--- src/inc/lane_cfg_pkg.sv ---
// Constants, field layouts and carrier types of the lane conditioning registers.
package lane_cfg_pkg;

  // ************************************************************
  // Register port geometry.
  // ************************************************************
  localparam int ADDR_WIDTH = 8;
  localparam int DATA_WIDTH = 8;

  // ************************************************************
  // Register offsets.
  // ************************************************************
  localparam logic [7:0] OFS_LANE1_OUT_IDLE_RATE = 8'h23;
  localparam logic [7:0] OFS_PORT_B_LANE1_IN_EQ = 8'h24;
  localparam logic [7:0] OFS_LANE1_OUT_SWING = 8'h25;
  localparam logic [7:0] OFS_LANE1_OUT_DEEMPHASIS = 8'h26;
  localparam logic [7:0] OFS_PORT_B_LANE1_IN_IDLE_THR = 8'h27;
  localparam logic [7:0] OFS_PORT_A_LANE0_OUT_IDLE_RATE = 8'h2B;

  // ************************************************************
  // Reset values.
  // ************************************************************
  localparam logic [7:0] RST_IDLE_RATE = 8'h00;
  localparam logic [7:0] RST_EQ = 8'h20;
  localparam logic [7:0] RST_SWING = 8'h03;
  localparam logic [7:0] RST_DEEMPHASIS = 8'h03;
  localparam logic [7:0] RST_IDLE_THR = 8'h00;

  // ************************************************************
  // Writable bit masks; reserved positions store and read zero.
  // ************************************************************
  localparam logic [7:0] MASK_IDLE_RATE = 8'h33;
  localparam logic [7:0] MASK_EQ = 8'h3F;
  localparam logic [7:0] MASK_SWING = 8'h7F;
  localparam logic [7:0] MASK_DEEMPHASIS = 8'hFF;
  localparam logic [7:0] MASK_IDLE_THR = 8'h0F;

  // ************************************************************
  // Field positions.
  // ************************************************************
  localparam int BIT_IDLE_AUTO = 5;
  localparam int BIT_IDLE_SELECT = 4;
  localparam int BIT_RATE_AUTO = 1;
  localparam int BIT_RATE_SELECT = 0;
  localparam int BIT_EQ_ENABLE = 5;
  localparam int GAIN_STAGE_MSB = 4;
  localparam int GAIN_STAGE_LSB = 3;
  localparam int BOOST_LEVEL_MSB = 2;
  localparam int BOOST_LEVEL_LSB = 0;
  localparam int BIT_DEEMPHASIS_TYPE = 7;
  localparam int DEEMPHASIS_LEVEL_MSB = 6;
  localparam int DEASSERT_THR_MSB = 3;
  localparam int DEASSERT_THR_LSB = 2;
  localparam int ASSERT_THR_MSB = 1;
  localparam int ASSERT_THR_LSB = 0;

  // ************************************************************
  // Code points of the swing, de-emphasis and equalizer fields.
  // ************************************************************
  localparam logic [6:0] SWING_CODE_600 = 7'h03;
  localparam logic [6:0] SWING_CODE_800 = 7'h07;
  localparam logic [6:0] SWING_CODE_1000 = 7'h0F;
  localparam logic [6:0] SWING_CODE_1200 = 7'h1F;
  localparam logic [6:0] SWING_CODE_RESERVED = 7'h3F;
  localparam logic [7:0] DEEMPH_CODE_0DB = 8'h01;
  localparam logic [7:0] DEEMPH_CODE_3P5DB = 8'hE8;
  localparam logic [7:0] DEEMPH_CODE_6DB = 8'h88;
  localparam logic [7:0] DEEMPH_CODE_9DB = 8'h90;
  localparam logic [7:0] DEEMPH_CODE_12DB = 8'hA0;
  localparam logic [5:0] EQ_CODE_BYPASS = 6'h20;

  // ************************************************************
  // Decoded settings and carrier types.
  // ************************************************************
  typedef enum logic [2:0] {
    SWING_600MV,
    SWING_800MV,
    SWING_1000MV,
    SWING_1200MV,
    SWING_RESERVED,
    SWING_UNLISTED
  } swing_level_type;

  typedef enum logic [2:0] {
    DEEMPH_0DB,
    DEEMPH_M3P5DB,
    DEEMPH_M6DB,
    DEEMPH_M9DB,
    DEEMPH_M12DB,
    DEEMPH_UNLISTED
  } deemphasis_level_type;

  typedef struct packed {
    logic [ADDR_WIDTH-1:0] addr;
    logic [DATA_WIDTH-1:0] wdata;
    logic write;
    logic read;
  } reg_request_type;

  typedef struct packed {
    logic [DATA_WIDTH-1:0] rdata;
    logic rvalid;
  } reg_answer_type;

  typedef struct packed {
    logic mute;
    logic signal_detection_enable;
    logic rate_high;
  } channel_ctrl_type;

  typedef struct packed {
    logic enable;
    logic bypass;
    logic [1:0] gain_stage_field;
    logic [2:0] boost_level_field;
  } equalizer_ctrl_type;

  typedef struct packed {
    logic [1:0] deassert_code;
    logic [1:0] assert_code;
  } idle_threshold_type;

endpackage

--- src/output_channel_ctrl.sv ---
// Idle and rate selection of one output channel.
`timescale 1ns/100ps

module output_channel_ctrl (
  // Clock and reset.
  input wire logic clk,
  input wire logic reset,
  // Idle/rate register contents.
  input wire logic [7:0] idle_rate,
  // Detector inputs.
  input wire logic detector_idle,
  input wire logic detector_rate_high,
  // Resolved control.
  output lane_cfg_pkg::channel_ctrl_type ctrl
);

  logic idle_auto;
  logic idle_select;
  logic rate_auto;
  logic rate_select;

  assign idle_auto = idle_rate[lane_cfg_pkg::BIT_IDLE_AUTO];
  assign idle_select = idle_rate[lane_cfg_pkg::BIT_IDLE_SELECT];
  assign rate_auto = idle_rate[lane_cfg_pkg::BIT_RATE_AUTO];
  assign rate_select = idle_rate[lane_cfg_pkg::BIT_RATE_SELECT];

  // ************************************************************
  // Idle handling.
  // ************************************************************
  always_ff @(posedge clk) begin
    if (reset) begin
      ctrl.mute <= 1'b0;
      ctrl.signal_detection_enable <= 1'b0;
    end else if (idle_auto) begin
      // The detector decides and the manual select bit is ignored.
      ctrl.mute <= detector_idle;
      ctrl.signal_detection_enable <= 1'b1;
    end else begin
      // Manual: 0 keeps the output on, 1 forces electrical idle.
      ctrl.mute <= idle_select;
      ctrl.signal_detection_enable <= 1'b0;
    end
  end

  // ************************************************************
  // Rate handling; high means the 5.0 to 6.4 Gbps range.
  // ************************************************************
  always_ff @(posedge clk) begin
    if (reset) begin
      ctrl.rate_high <= 1'b0;
    end else if (rate_auto) begin
      ctrl.rate_high <= detector_rate_high;
    end else begin
      ctrl.rate_high <= rate_select;
    end
  end

endmodule

--- src/lane_conditioning_config_regs.sv ---
// Configuration registers for lane signal conditioning and their decode.
`timescale 1ns/100ps

// Overview of operation
// With idle-auto set, an output mutes from its own idle detector and the manual idle bit is ignored.
// With idle-auto clear, idle-select 0 keeps the output on without detection and 1 forces electrical idle.
// With rate-auto set the detected rate is used, otherwise the manual rate bit decides.
// Manual rate 0 selects 2.5 to 3.2 Gbps and 1 selects 5.0 to 6.4 Gbps.
// The equalizer field splits into enable bit 5, gain stage bits 4:3 and boost bits 2:0.
// The equalizer offers 32 levels from 4 gain stages of 8 boost settings.
// The equalizer field resets to 0x20, which bypasses the equalizer.
// Swing codes 0x03, 0x07, 0x0F and 0x1F mean 600, 800, 1000 and 1200 mV, 0x03 by default.
// The host never writes the reserved swing code 0x3F.
// De-emphasis bit 7 picks compatibility or enhanced type and bits 6:0 the level.
// De-emphasis codes 0x01, 0xE8, 0x88, 0x90 and 0xA0 mean 0, -3.5, -6, -9 and -12 dB.
// The idle threshold field holds the de-assert code in bits 3:2 and the assert code in 1:0.
// Threshold code 00 is the default 110/70 mV pair and higher codes raise both levels.
// The host writes zero into reserved bit positions; the host model's raw writes keep reserved bits as given.
// Every register reads back what was written and takes its default at reset; the registers store and read back zero in their reserved bit positions.
module lane_conditioning_config_regs (
  // Clock and reset.
  input wire logic MCLK,
  input wire logic RESET,
  // Register access port.
  input wire lane_cfg_pkg::reg_request_type REG_REQUEST,
  output lane_cfg_pkg::reg_answer_type REG_ANSWER,
  // Detector inputs of the two output channels.
  input wire logic LANE1_IDLE_DETECT,
  input wire logic LANE1_RATE_DETECT_HIGH,
  input wire logic PORT_A_LANE0_IDLE_DETECT,
  input wire logic PORT_A_LANE0_RATE_DETECT_HIGH,
  // Output channel idle and rate control.
  output lane_cfg_pkg::channel_ctrl_type LANE1_OUT_CTRL,
  output lane_cfg_pkg::channel_ctrl_type PORT_A_LANE0_OUT_CTRL,
  // Port B lane 1 input conditioning.
  output lane_cfg_pkg::equalizer_ctrl_type PORT_B_LANE1_EQ,
  output lane_cfg_pkg::idle_threshold_type PORT_B_LANE1_IDLE_THR,
  // Lane 1 output driver.
  output logic [6:0] LANE1_OUTPUT_SWING,
  output lane_cfg_pkg::swing_level_type LANE1_SWING_LEVEL,
  output logic LANE1_DEEMPHASIS_ENHANCED,
  output logic [6:0] LANE1_DEEMPHASIS_LEVEL,
  output lane_cfg_pkg::deemphasis_level_type LANE1_DEEMPHASIS_DB
);

  // ************************************************************
  // Register storage.
  // ************************************************************
  logic [7:0] lane1_out_idle_rate_ctrl;
  logic [7:0] port_b_lane1_in_equalizer;
  logic [7:0] lane1_out_swing;
  logic [7:0] lane1_out_deemphasis;
  logic [7:0] port_b_lane1_in_idle_threshold;
  logic [7:0] port_a_lane0_out_idle_rate_ctrl;
  logic [7:0] next_rdata;

  logic write_hit;
  logic [7:0] wdata;

  assign write_hit = REG_REQUEST.write;
  assign wdata = REG_REQUEST.wdata;

  // ************************************************************
  // Register writes; reserved bits are held at zero.
  // ************************************************************
  always_ff @(posedge MCLK) begin
    if (RESET) begin
      lane1_out_idle_rate_ctrl <= lane_cfg_pkg::RST_IDLE_RATE;
    end else if (write_hit &&
        REG_REQUEST.addr == lane_cfg_pkg::OFS_LANE1_OUT_IDLE_RATE) begin
      lane1_out_idle_rate_ctrl <= wdata & lane_cfg_pkg::MASK_IDLE_RATE;
    end
  end

  always_ff @(posedge MCLK) begin
    if (RESET) begin
      port_b_lane1_in_equalizer <= lane_cfg_pkg::RST_EQ;
    end else if (write_hit &&
        REG_REQUEST.addr == lane_cfg_pkg::OFS_PORT_B_LANE1_IN_EQ) begin
      port_b_lane1_in_equalizer <= wdata & lane_cfg_pkg::MASK_EQ;
    end
  end

  always_ff @(posedge MCLK) begin
    if (RESET) begin
      lane1_out_swing <= lane_cfg_pkg::RST_SWING;
    end else if (write_hit &&
        REG_REQUEST.addr == lane_cfg_pkg::OFS_LANE1_OUT_SWING) begin
      lane1_out_swing <= wdata & lane_cfg_pkg::MASK_SWING;
    end
  end

  always_ff @(posedge MCLK) begin
    if (RESET) begin
      lane1_out_deemphasis <= lane_cfg_pkg::RST_DEEMPHASIS;
    end else if (write_hit &&
        REG_REQUEST.addr == lane_cfg_pkg::OFS_LANE1_OUT_DEEMPHASIS) begin
      lane1_out_deemphasis <= wdata & lane_cfg_pkg::MASK_DEEMPHASIS;
    end
  end

  always_ff @(posedge MCLK) begin
    if (RESET) begin
      port_b_lane1_in_idle_threshold <= lane_cfg_pkg::RST_IDLE_THR;
    end else if (write_hit &&
        REG_REQUEST.addr == lane_cfg_pkg::OFS_PORT_B_LANE1_IN_IDLE_THR) begin
      port_b_lane1_in_idle_threshold <= wdata &
          lane_cfg_pkg::MASK_IDLE_THR;
    end
  end

  always_ff @(posedge MCLK) begin
    if (RESET) begin
      port_a_lane0_out_idle_rate_ctrl <= lane_cfg_pkg::RST_IDLE_RATE;
    end else if (write_hit &&
        REG_REQUEST.addr == lane_cfg_pkg::OFS_PORT_A_LANE0_OUT_IDLE_RATE) begin
      port_a_lane0_out_idle_rate_ctrl <= wdata &
          lane_cfg_pkg::MASK_IDLE_RATE;
    end
  end

  // ************************************************************
  // Register reads; unmapped offsets return zero.
  // ************************************************************
  always_comb begin
    unique case (REG_REQUEST.addr)
      lane_cfg_pkg::OFS_LANE1_OUT_IDLE_RATE: begin
        next_rdata = lane1_out_idle_rate_ctrl;
      end
      lane_cfg_pkg::OFS_PORT_B_LANE1_IN_EQ: begin
        next_rdata = port_b_lane1_in_equalizer;
      end
      lane_cfg_pkg::OFS_LANE1_OUT_SWING: begin
        next_rdata = lane1_out_swing;
      end
      lane_cfg_pkg::OFS_LANE1_OUT_DEEMPHASIS: begin
        next_rdata = lane1_out_deemphasis;
      end
      lane_cfg_pkg::OFS_PORT_B_LANE1_IN_IDLE_THR: begin
        next_rdata = port_b_lane1_in_idle_threshold;
      end
      lane_cfg_pkg::OFS_PORT_A_LANE0_OUT_IDLE_RATE: begin
        next_rdata = port_a_lane0_out_idle_rate_ctrl;
      end
      default: begin
        next_rdata = 8'h00;
      end
    endcase
  end

  always_ff @(posedge MCLK) begin
    if (RESET) begin
      REG_ANSWER.rdata <= 8'h00;
      REG_ANSWER.rvalid <= 1'b0;
    end else begin
      REG_ANSWER.rvalid <= REG_REQUEST.read;
      if (REG_REQUEST.read) begin
        REG_ANSWER.rdata <= next_rdata;
      end
    end
  end

  // ************************************************************
  // Output channel idle and rate control.
  // ************************************************************
  output_channel_ctrl lane1_channel (
    .clk(MCLK),
    .reset(RESET),
    .idle_rate(lane1_out_idle_rate_ctrl),
    .detector_idle(LANE1_IDLE_DETECT),
    .detector_rate_high(LANE1_RATE_DETECT_HIGH),
    .ctrl(LANE1_OUT_CTRL)
  );

  output_channel_ctrl port_a_lane0_channel (
    .clk(MCLK),
    .reset(RESET),
    .idle_rate(port_a_lane0_out_idle_rate_ctrl),
    .detector_idle(PORT_A_LANE0_IDLE_DETECT),
    .detector_rate_high(PORT_A_LANE0_RATE_DETECT_HIGH),
    .ctrl(PORT_A_LANE0_OUT_CTRL)
  );

  // ************************************************************
  // Receive equalizer decode.
  // ************************************************************
  always_ff @(posedge MCLK) begin
    if (RESET) begin
      // The default field 0x20 has its enable bit set, so enable follows it.
      PORT_B_LANE1_EQ.enable <= 1'b1;
      PORT_B_LANE1_EQ.bypass <= 1'b1;
      PORT_B_LANE1_EQ.gain_stage_field <= 2'h0;
      PORT_B_LANE1_EQ.boost_level_field <= 3'h0;
    end else begin
      // Four gain stages by eight boost settings give 32 levels.
      PORT_B_LANE1_EQ.enable <=
          port_b_lane1_in_equalizer[lane_cfg_pkg::BIT_EQ_ENABLE];
      PORT_B_LANE1_EQ.bypass <= port_b_lane1_in_equalizer[5:0] ==
          lane_cfg_pkg::EQ_CODE_BYPASS;
      PORT_B_LANE1_EQ.gain_stage_field <= port_b_lane1_in_equalizer[
          lane_cfg_pkg::GAIN_STAGE_MSB:lane_cfg_pkg::GAIN_STAGE_LSB];
      PORT_B_LANE1_EQ.boost_level_field <= port_b_lane1_in_equalizer[
          lane_cfg_pkg::BOOST_LEVEL_MSB:lane_cfg_pkg::BOOST_LEVEL_LSB];
    end
  end

  // ************************************************************
  // Idle threshold decode.
  // ************************************************************
  always_ff @(posedge MCLK) begin
    if (RESET) begin
      PORT_B_LANE1_IDLE_THR.deassert_code <= 2'h0;
      PORT_B_LANE1_IDLE_THR.assert_code <= 2'h0;
    end else begin
      PORT_B_LANE1_IDLE_THR.deassert_code <= port_b_lane1_in_idle_threshold[
          lane_cfg_pkg::DEASSERT_THR_MSB:lane_cfg_pkg::DEASSERT_THR_LSB];
      PORT_B_LANE1_IDLE_THR.assert_code <= port_b_lane1_in_idle_threshold[
          lane_cfg_pkg::ASSERT_THR_MSB:lane_cfg_pkg::ASSERT_THR_LSB];
    end
  end

  // ************************************************************
  // Output swing decode.
  // ************************************************************
  always_ff @(posedge MCLK) begin
    if (RESET) begin
      LANE1_OUTPUT_SWING <= lane_cfg_pkg::SWING_CODE_600;
      LANE1_SWING_LEVEL <= lane_cfg_pkg::SWING_600MV;
    end else begin
      LANE1_OUTPUT_SWING <= lane1_out_swing[6:0];
      unique case (lane1_out_swing[6:0])
        lane_cfg_pkg::SWING_CODE_600: begin
          LANE1_SWING_LEVEL <= lane_cfg_pkg::SWING_600MV;
        end
        lane_cfg_pkg::SWING_CODE_800: begin
          LANE1_SWING_LEVEL <= lane_cfg_pkg::SWING_800MV;
        end
        lane_cfg_pkg::SWING_CODE_1000: begin
          LANE1_SWING_LEVEL <= lane_cfg_pkg::SWING_1000MV;
        end
        lane_cfg_pkg::SWING_CODE_1200: begin
          LANE1_SWING_LEVEL <= lane_cfg_pkg::SWING_1200MV;
        end
        lane_cfg_pkg::SWING_CODE_RESERVED: begin
          // A host slip is flagged rather than silently driven.
          LANE1_SWING_LEVEL <= lane_cfg_pkg::SWING_RESERVED;
        end
        default: begin
          LANE1_SWING_LEVEL <= lane_cfg_pkg::SWING_UNLISTED;
        end
      endcase
    end
  end

  // ************************************************************
  // De-emphasis decode.
  // ************************************************************
  always_ff @(posedge MCLK) begin
    if (RESET) begin
      LANE1_DEEMPHASIS_ENHANCED <= 1'b0;
      LANE1_DEEMPHASIS_LEVEL <= lane_cfg_pkg::RST_DEEMPHASIS[6:0];
    end else begin
      LANE1_DEEMPHASIS_ENHANCED <=
          lane1_out_deemphasis[lane_cfg_pkg::BIT_DEEMPHASIS_TYPE];
      LANE1_DEEMPHASIS_LEVEL <=
          lane1_out_deemphasis[lane_cfg_pkg::DEEMPHASIS_LEVEL_MSB:0];
    end
  end

  always_ff @(posedge MCLK) begin
    if (RESET) begin
      LANE1_DEEMPHASIS_DB <= lane_cfg_pkg::DEEMPH_UNLISTED;
    end else begin
      unique case (lane1_out_deemphasis)
        lane_cfg_pkg::DEEMPH_CODE_0DB: begin
          LANE1_DEEMPHASIS_DB <= lane_cfg_pkg::DEEMPH_0DB;
        end
        lane_cfg_pkg::DEEMPH_CODE_3P5DB: begin
          LANE1_DEEMPHASIS_DB <= lane_cfg_pkg::DEEMPH_M3P5DB;
        end
        lane_cfg_pkg::DEEMPH_CODE_6DB: begin
          LANE1_DEEMPHASIS_DB <= lane_cfg_pkg::DEEMPH_M6DB;
        end
        lane_cfg_pkg::DEEMPH_CODE_9DB: begin
          LANE1_DEEMPHASIS_DB <= lane_cfg_pkg::DEEMPH_M9DB;
        end
        lane_cfg_pkg::DEEMPH_CODE_12DB: begin
          LANE1_DEEMPHASIS_DB <= lane_cfg_pkg::DEEMPH_M12DB;
        end
        default: begin
          LANE1_DEEMPHASIS_DB <= lane_cfg_pkg::DEEMPH_UNLISTED;
        end
      endcase
    end
  end

endmodule

--- config.mk ---
export PLATFORM = sky130hd
export DESIGN_NAME = lane_conditioning_config_regs
export DESIGN_NICKNAME = d
export VERILOG_FILES = /design/src/inc/lane_cfg_pkg.sv /design/src/output_channel_ctrl.sv /design/src/lane_conditioning_config_regs.sv
export SDC_FILE = /design/constraint.sdc
export NUM_CORES = 1
export LEC_CHECK = 0
export BUFFER_PORTS_ARGS = -buffer_cell sky130_fd_sc_hd__buf_2
export CAP_MARGIN = 20
export CELL_PAD_IN_SITES_DETAIL_PLACEMENT = 1
export CELL_PAD_IN_SITES_GLOBAL_PLACEMENT = 1
export CORE_MARGIN = 2
export CORE_UTILIZATION = 43
export DETAILED_ROUTE_END_ITERATION = 6
export GPL_TIMING_DRIVEN = 0
export PLACE_DENSITY = 0.87
export SYNTH_ARGS = -nofsm -noshare
export SYNTH_HDL_FRONTEND = slang
export SYNTH_SLANG_ARGS = --single-unit
--- constraint.sdc ---
create_clock -name MCLK -period 2 [get_ports MCLK]
set_clock_uncertainty 0.05 [all_clocks]
set_input_delay 0 -clock MCLK [delete_from_list [all_inputs] [get_ports MCLK]]
set_output_delay 0 -clock MCLK [all_outputs]
set_load 0.1 [all_outputs]
==> results.yml <==
drt:
  drt_wl_total_um: 8550
  drt-met1-wl_um: 3490
  drc_errors: 0
  drt.antenna.violating_nets: 0
  drt-pass1-iter-count: 4
  vias: 2621
  wl_met2_um: 4420
  route.met3.wl_um: 412
  viasPerCell: 5.26
  wl_per_cell_um: 17.2
  top_layer: "met4"
  first_iter_violations: 114
flow_run:
  maxCapViolations: 0
cells_and_area:
  layout_common_cells: "80 x dfxtp_1, 70 x buf_2, 40 x nor2_1"
  layout.cells.non_filler: 498
  drive_gt1_share_pct: 25.1
  mostFrequentLayoutCell: "dfxtp_1"
  final_core_util_pct: 56.0
  n_antenna_cell: 0
  final_net_count: 421
  fin_area_sq_mm: 0.00382
  syn2layout_area_growth_pct: 26.0
setup_path:
  path_class: "in2reg"
  cp_max_fo: 10
  cp.arrival_ns: 1.73
  cp-end-kind: "flip-flop"
  start_kind: "input port"
  crit_required_ns: 2.16
worst_hold_path:
  min_path_type: "in2reg"
placement:
  hpwl_um: 6110
  numPortBuffers: 68
  dpl_cell_area_sq_mm: 0.00350
  post-place-ws_ns: 0.267
  place_congestion: 0.854
  dp_cells: 469
clock_network:
  cts_made_buffers: 9
  cts_tree: "yes"
  htree_levels: 3
  hold_buffers: 13
  clock_sinks: 80
  post-cts-setup-buffers: 0
  clock_latency_ns: 0.35
  root_buffer: "clkbuf_8"
  cts.clk_slew.worst_paths_ns: 0.08
  cts-resized-gates: 0
  clk_path_buf_depth: 2
power:
  finalPower_mw: 2.98
  clkPwrFrac_pct: 40.7
  p_int_mw: 2.30
  seqPwrFrac_pct: 53.6
  p_switching_mw: 0.677
  ir_drop_uv: 484
  powerDensity_mw_per_mm2: 778
  swShare_pct: 22.7
  leakage_nw: 1.73
  share_comb_of_total_power_pct: 5.7
outcome:
  violations: "hold timing"
  outcome: "complete, but fails checks"
synthesis:
  ys_seq_area_share_pct: 52.8
  netlist_area_sq_mm: 0.00304
  async_flop_share_pct: 0
  synth-edff-count: 0
  synth.distinct_cells: 43
  ys.warnings.count: 0
  avgSynthCellArea_sq_um: 9.95
  synth_ff_type: "dfxtp_1"
  syn_nets: 329
  syn_inst: 305
  ys_seq_elements: 80
sta:
  layout_min_cycle_time_ns: 1.56
  layout_worst_path_cycle_share_pct: 78.2
  hold_ws_ns: -0.00172
  setup_violations: 0
  max_slew.worst_pin.slew_ns: 0.561
  hold_violations: 1
  slew_violations: 0
  clock.fmax_mhz: 639
  tns_ns: 0
  maxSlewHeadroom_pct: 62.6
  setup_ws_ns: 0.436
  rsz0062_at_grt: "false"
global_routing:
  first_global_vias: 2690
  grt_max_degree: 13
  antenna_found_initial: 0
  grtUsageTotal_pct: 23.0
  grt_overflow: 0
  grt_pass1_wl_um: 13400
die:
  die_y_um: 88.0
  die_w_um: 88.0
  io-pin-count: 71
  dieArea_sq_mm: 0.00775
  start_util_pct: 44.4
  row_count: 30
  core_area_sq_mm: 0.00683
## kinds of logic after synthesis
group,after synthesis,share of synthesized area (%)
compound gates,39,8.66
xor+xnor,2,0.577
buf+inv,25,3.42
flops,80,52.8
mux,30,10.9
simple gates,129,23.7
## path summary, 6_finish.rpt
kind	cells past startpoint	to	from	slack [ns]
hold / removal	3	REG_ANSWER[1]$_SDFFE_PP0P_	REG_REQUEST[13]	-0.002
hold reg to reg	2	REG_ANSWER[3]$_SDFFE_PP0P_	REG_ANSWER[3]$_SDFFE_PP0P_	0.42
setup / recovery	5	port_a_lane0_channel.ctrl[2]$_SDFF_PP0_	RESET	0.44
setup reg to reg	3	LANE1_DEEMPHASIS_DB[2]$_SDFF_PP1_	lane1_out_deemphasis[3]$_SDFFE_PP0P_	0.50
## synthesized netlist by cell type, types with 2 or more instances
library cell | instances | area (sq um)
nor4_1 | 2 | 12.5
nand3_1 | 11 | 55.1
nor2b_1 | 26 | 163
nor3_4 | 2 | 32.5
o21ai_0 | 4 | 20.0
nor3_1 | 11 | 55.1
clkbuf_1 | 8 | 30.0
a22o_1 | 3 | 26.3
nand2_1 | 10 | 37.5
nand4_1 | 5 | 31.3
buf_1 | 3 | 11.3
o2bb2ai_1 | 2 | 17.5
mux4_2 | 2 | 45.0
a21oi_1 | 11 | 55.1
nor2_1 | 40 | 150
buf_2 | 2 | 10.0
inv_1 | 11 | 41.3
mux2i_1 | 23 | 230
dfxtp_1 | 80 | 1600
a21o_1 | 10 | 75.1
nand2b_1 | 9 | 56.3
mux2_2 | 5 | 56.3
and3_1 | 4 | 25.0
a221oi_1 | 2 | 17.5
## critical path, cell delays in order
cell           delay (ns)
dlygate4sd3_1        0.52
buf_2                0.15
clkbuf_1             0.43
buf_1                0.49
nor2_1               0.14
## routing by layer
metal | vias to the layer above | GRT usage (%)
li1 | 1240 | -
met1 | 1282 | 27.4
met2 | 78 | 40.9
met3 | 21 | 3.68
met4 | 0 | 10.3
met5 | - | 0
## power groups by stage
stage | combinational, mW | sequential, mW | clock, mW
floorplan | 0.0708 | 1.65 | 0
global placement | 0.142 | 1.63 | 0
detailed placement | 0.146 | 1.63 | 0
CTS | 0.168 | 1.60 | 1.21
global route | 0.182 | 1.60 | 1.28
finish | 0.170 | 1.60 | 1.21
## state kept, by name (all words and copies together) (netlist names), 3 cells and up
signal                           flops
port_b_lane1_in_idle_threshold       4
lane1_channel.ctrl                   3
lane1_out_swing                      7
LANE1_DEEMPHASIS_LEVEL               7
port_b_lane1_in_equalizer            6
port_a_lane0_out_idle_rate_ctrl      4
REG_ANSWER                           9
lane1_out_idle_rate_ctrl             4
LANE1_DEEMPHASIS_DB                  3
port_a_lane0_channel.ctrl            3
LANE1_OUTPUT_SWING                   7
lane1_out_deemphasis                 8
LANE1_SWING_LEVEL                    3
PORT_B_LANE1_EQ                      7
PORT_B_LANE1_IDLE_THR                4
## final cells by class
type | count | area, sq um
plain buffers | 14 | 62.6
fillers | 812 | 3010
repair buffers | 81 | 470
inverters | 11 | 41.3
well taps | 96 | 120
flip-flops and latches | 80 | 1600
multi-input cells | 200 | 1330
clock inverters | 3 | 40.0
clock buffers | 13 | 159
(Power assumes the default switching activity.)
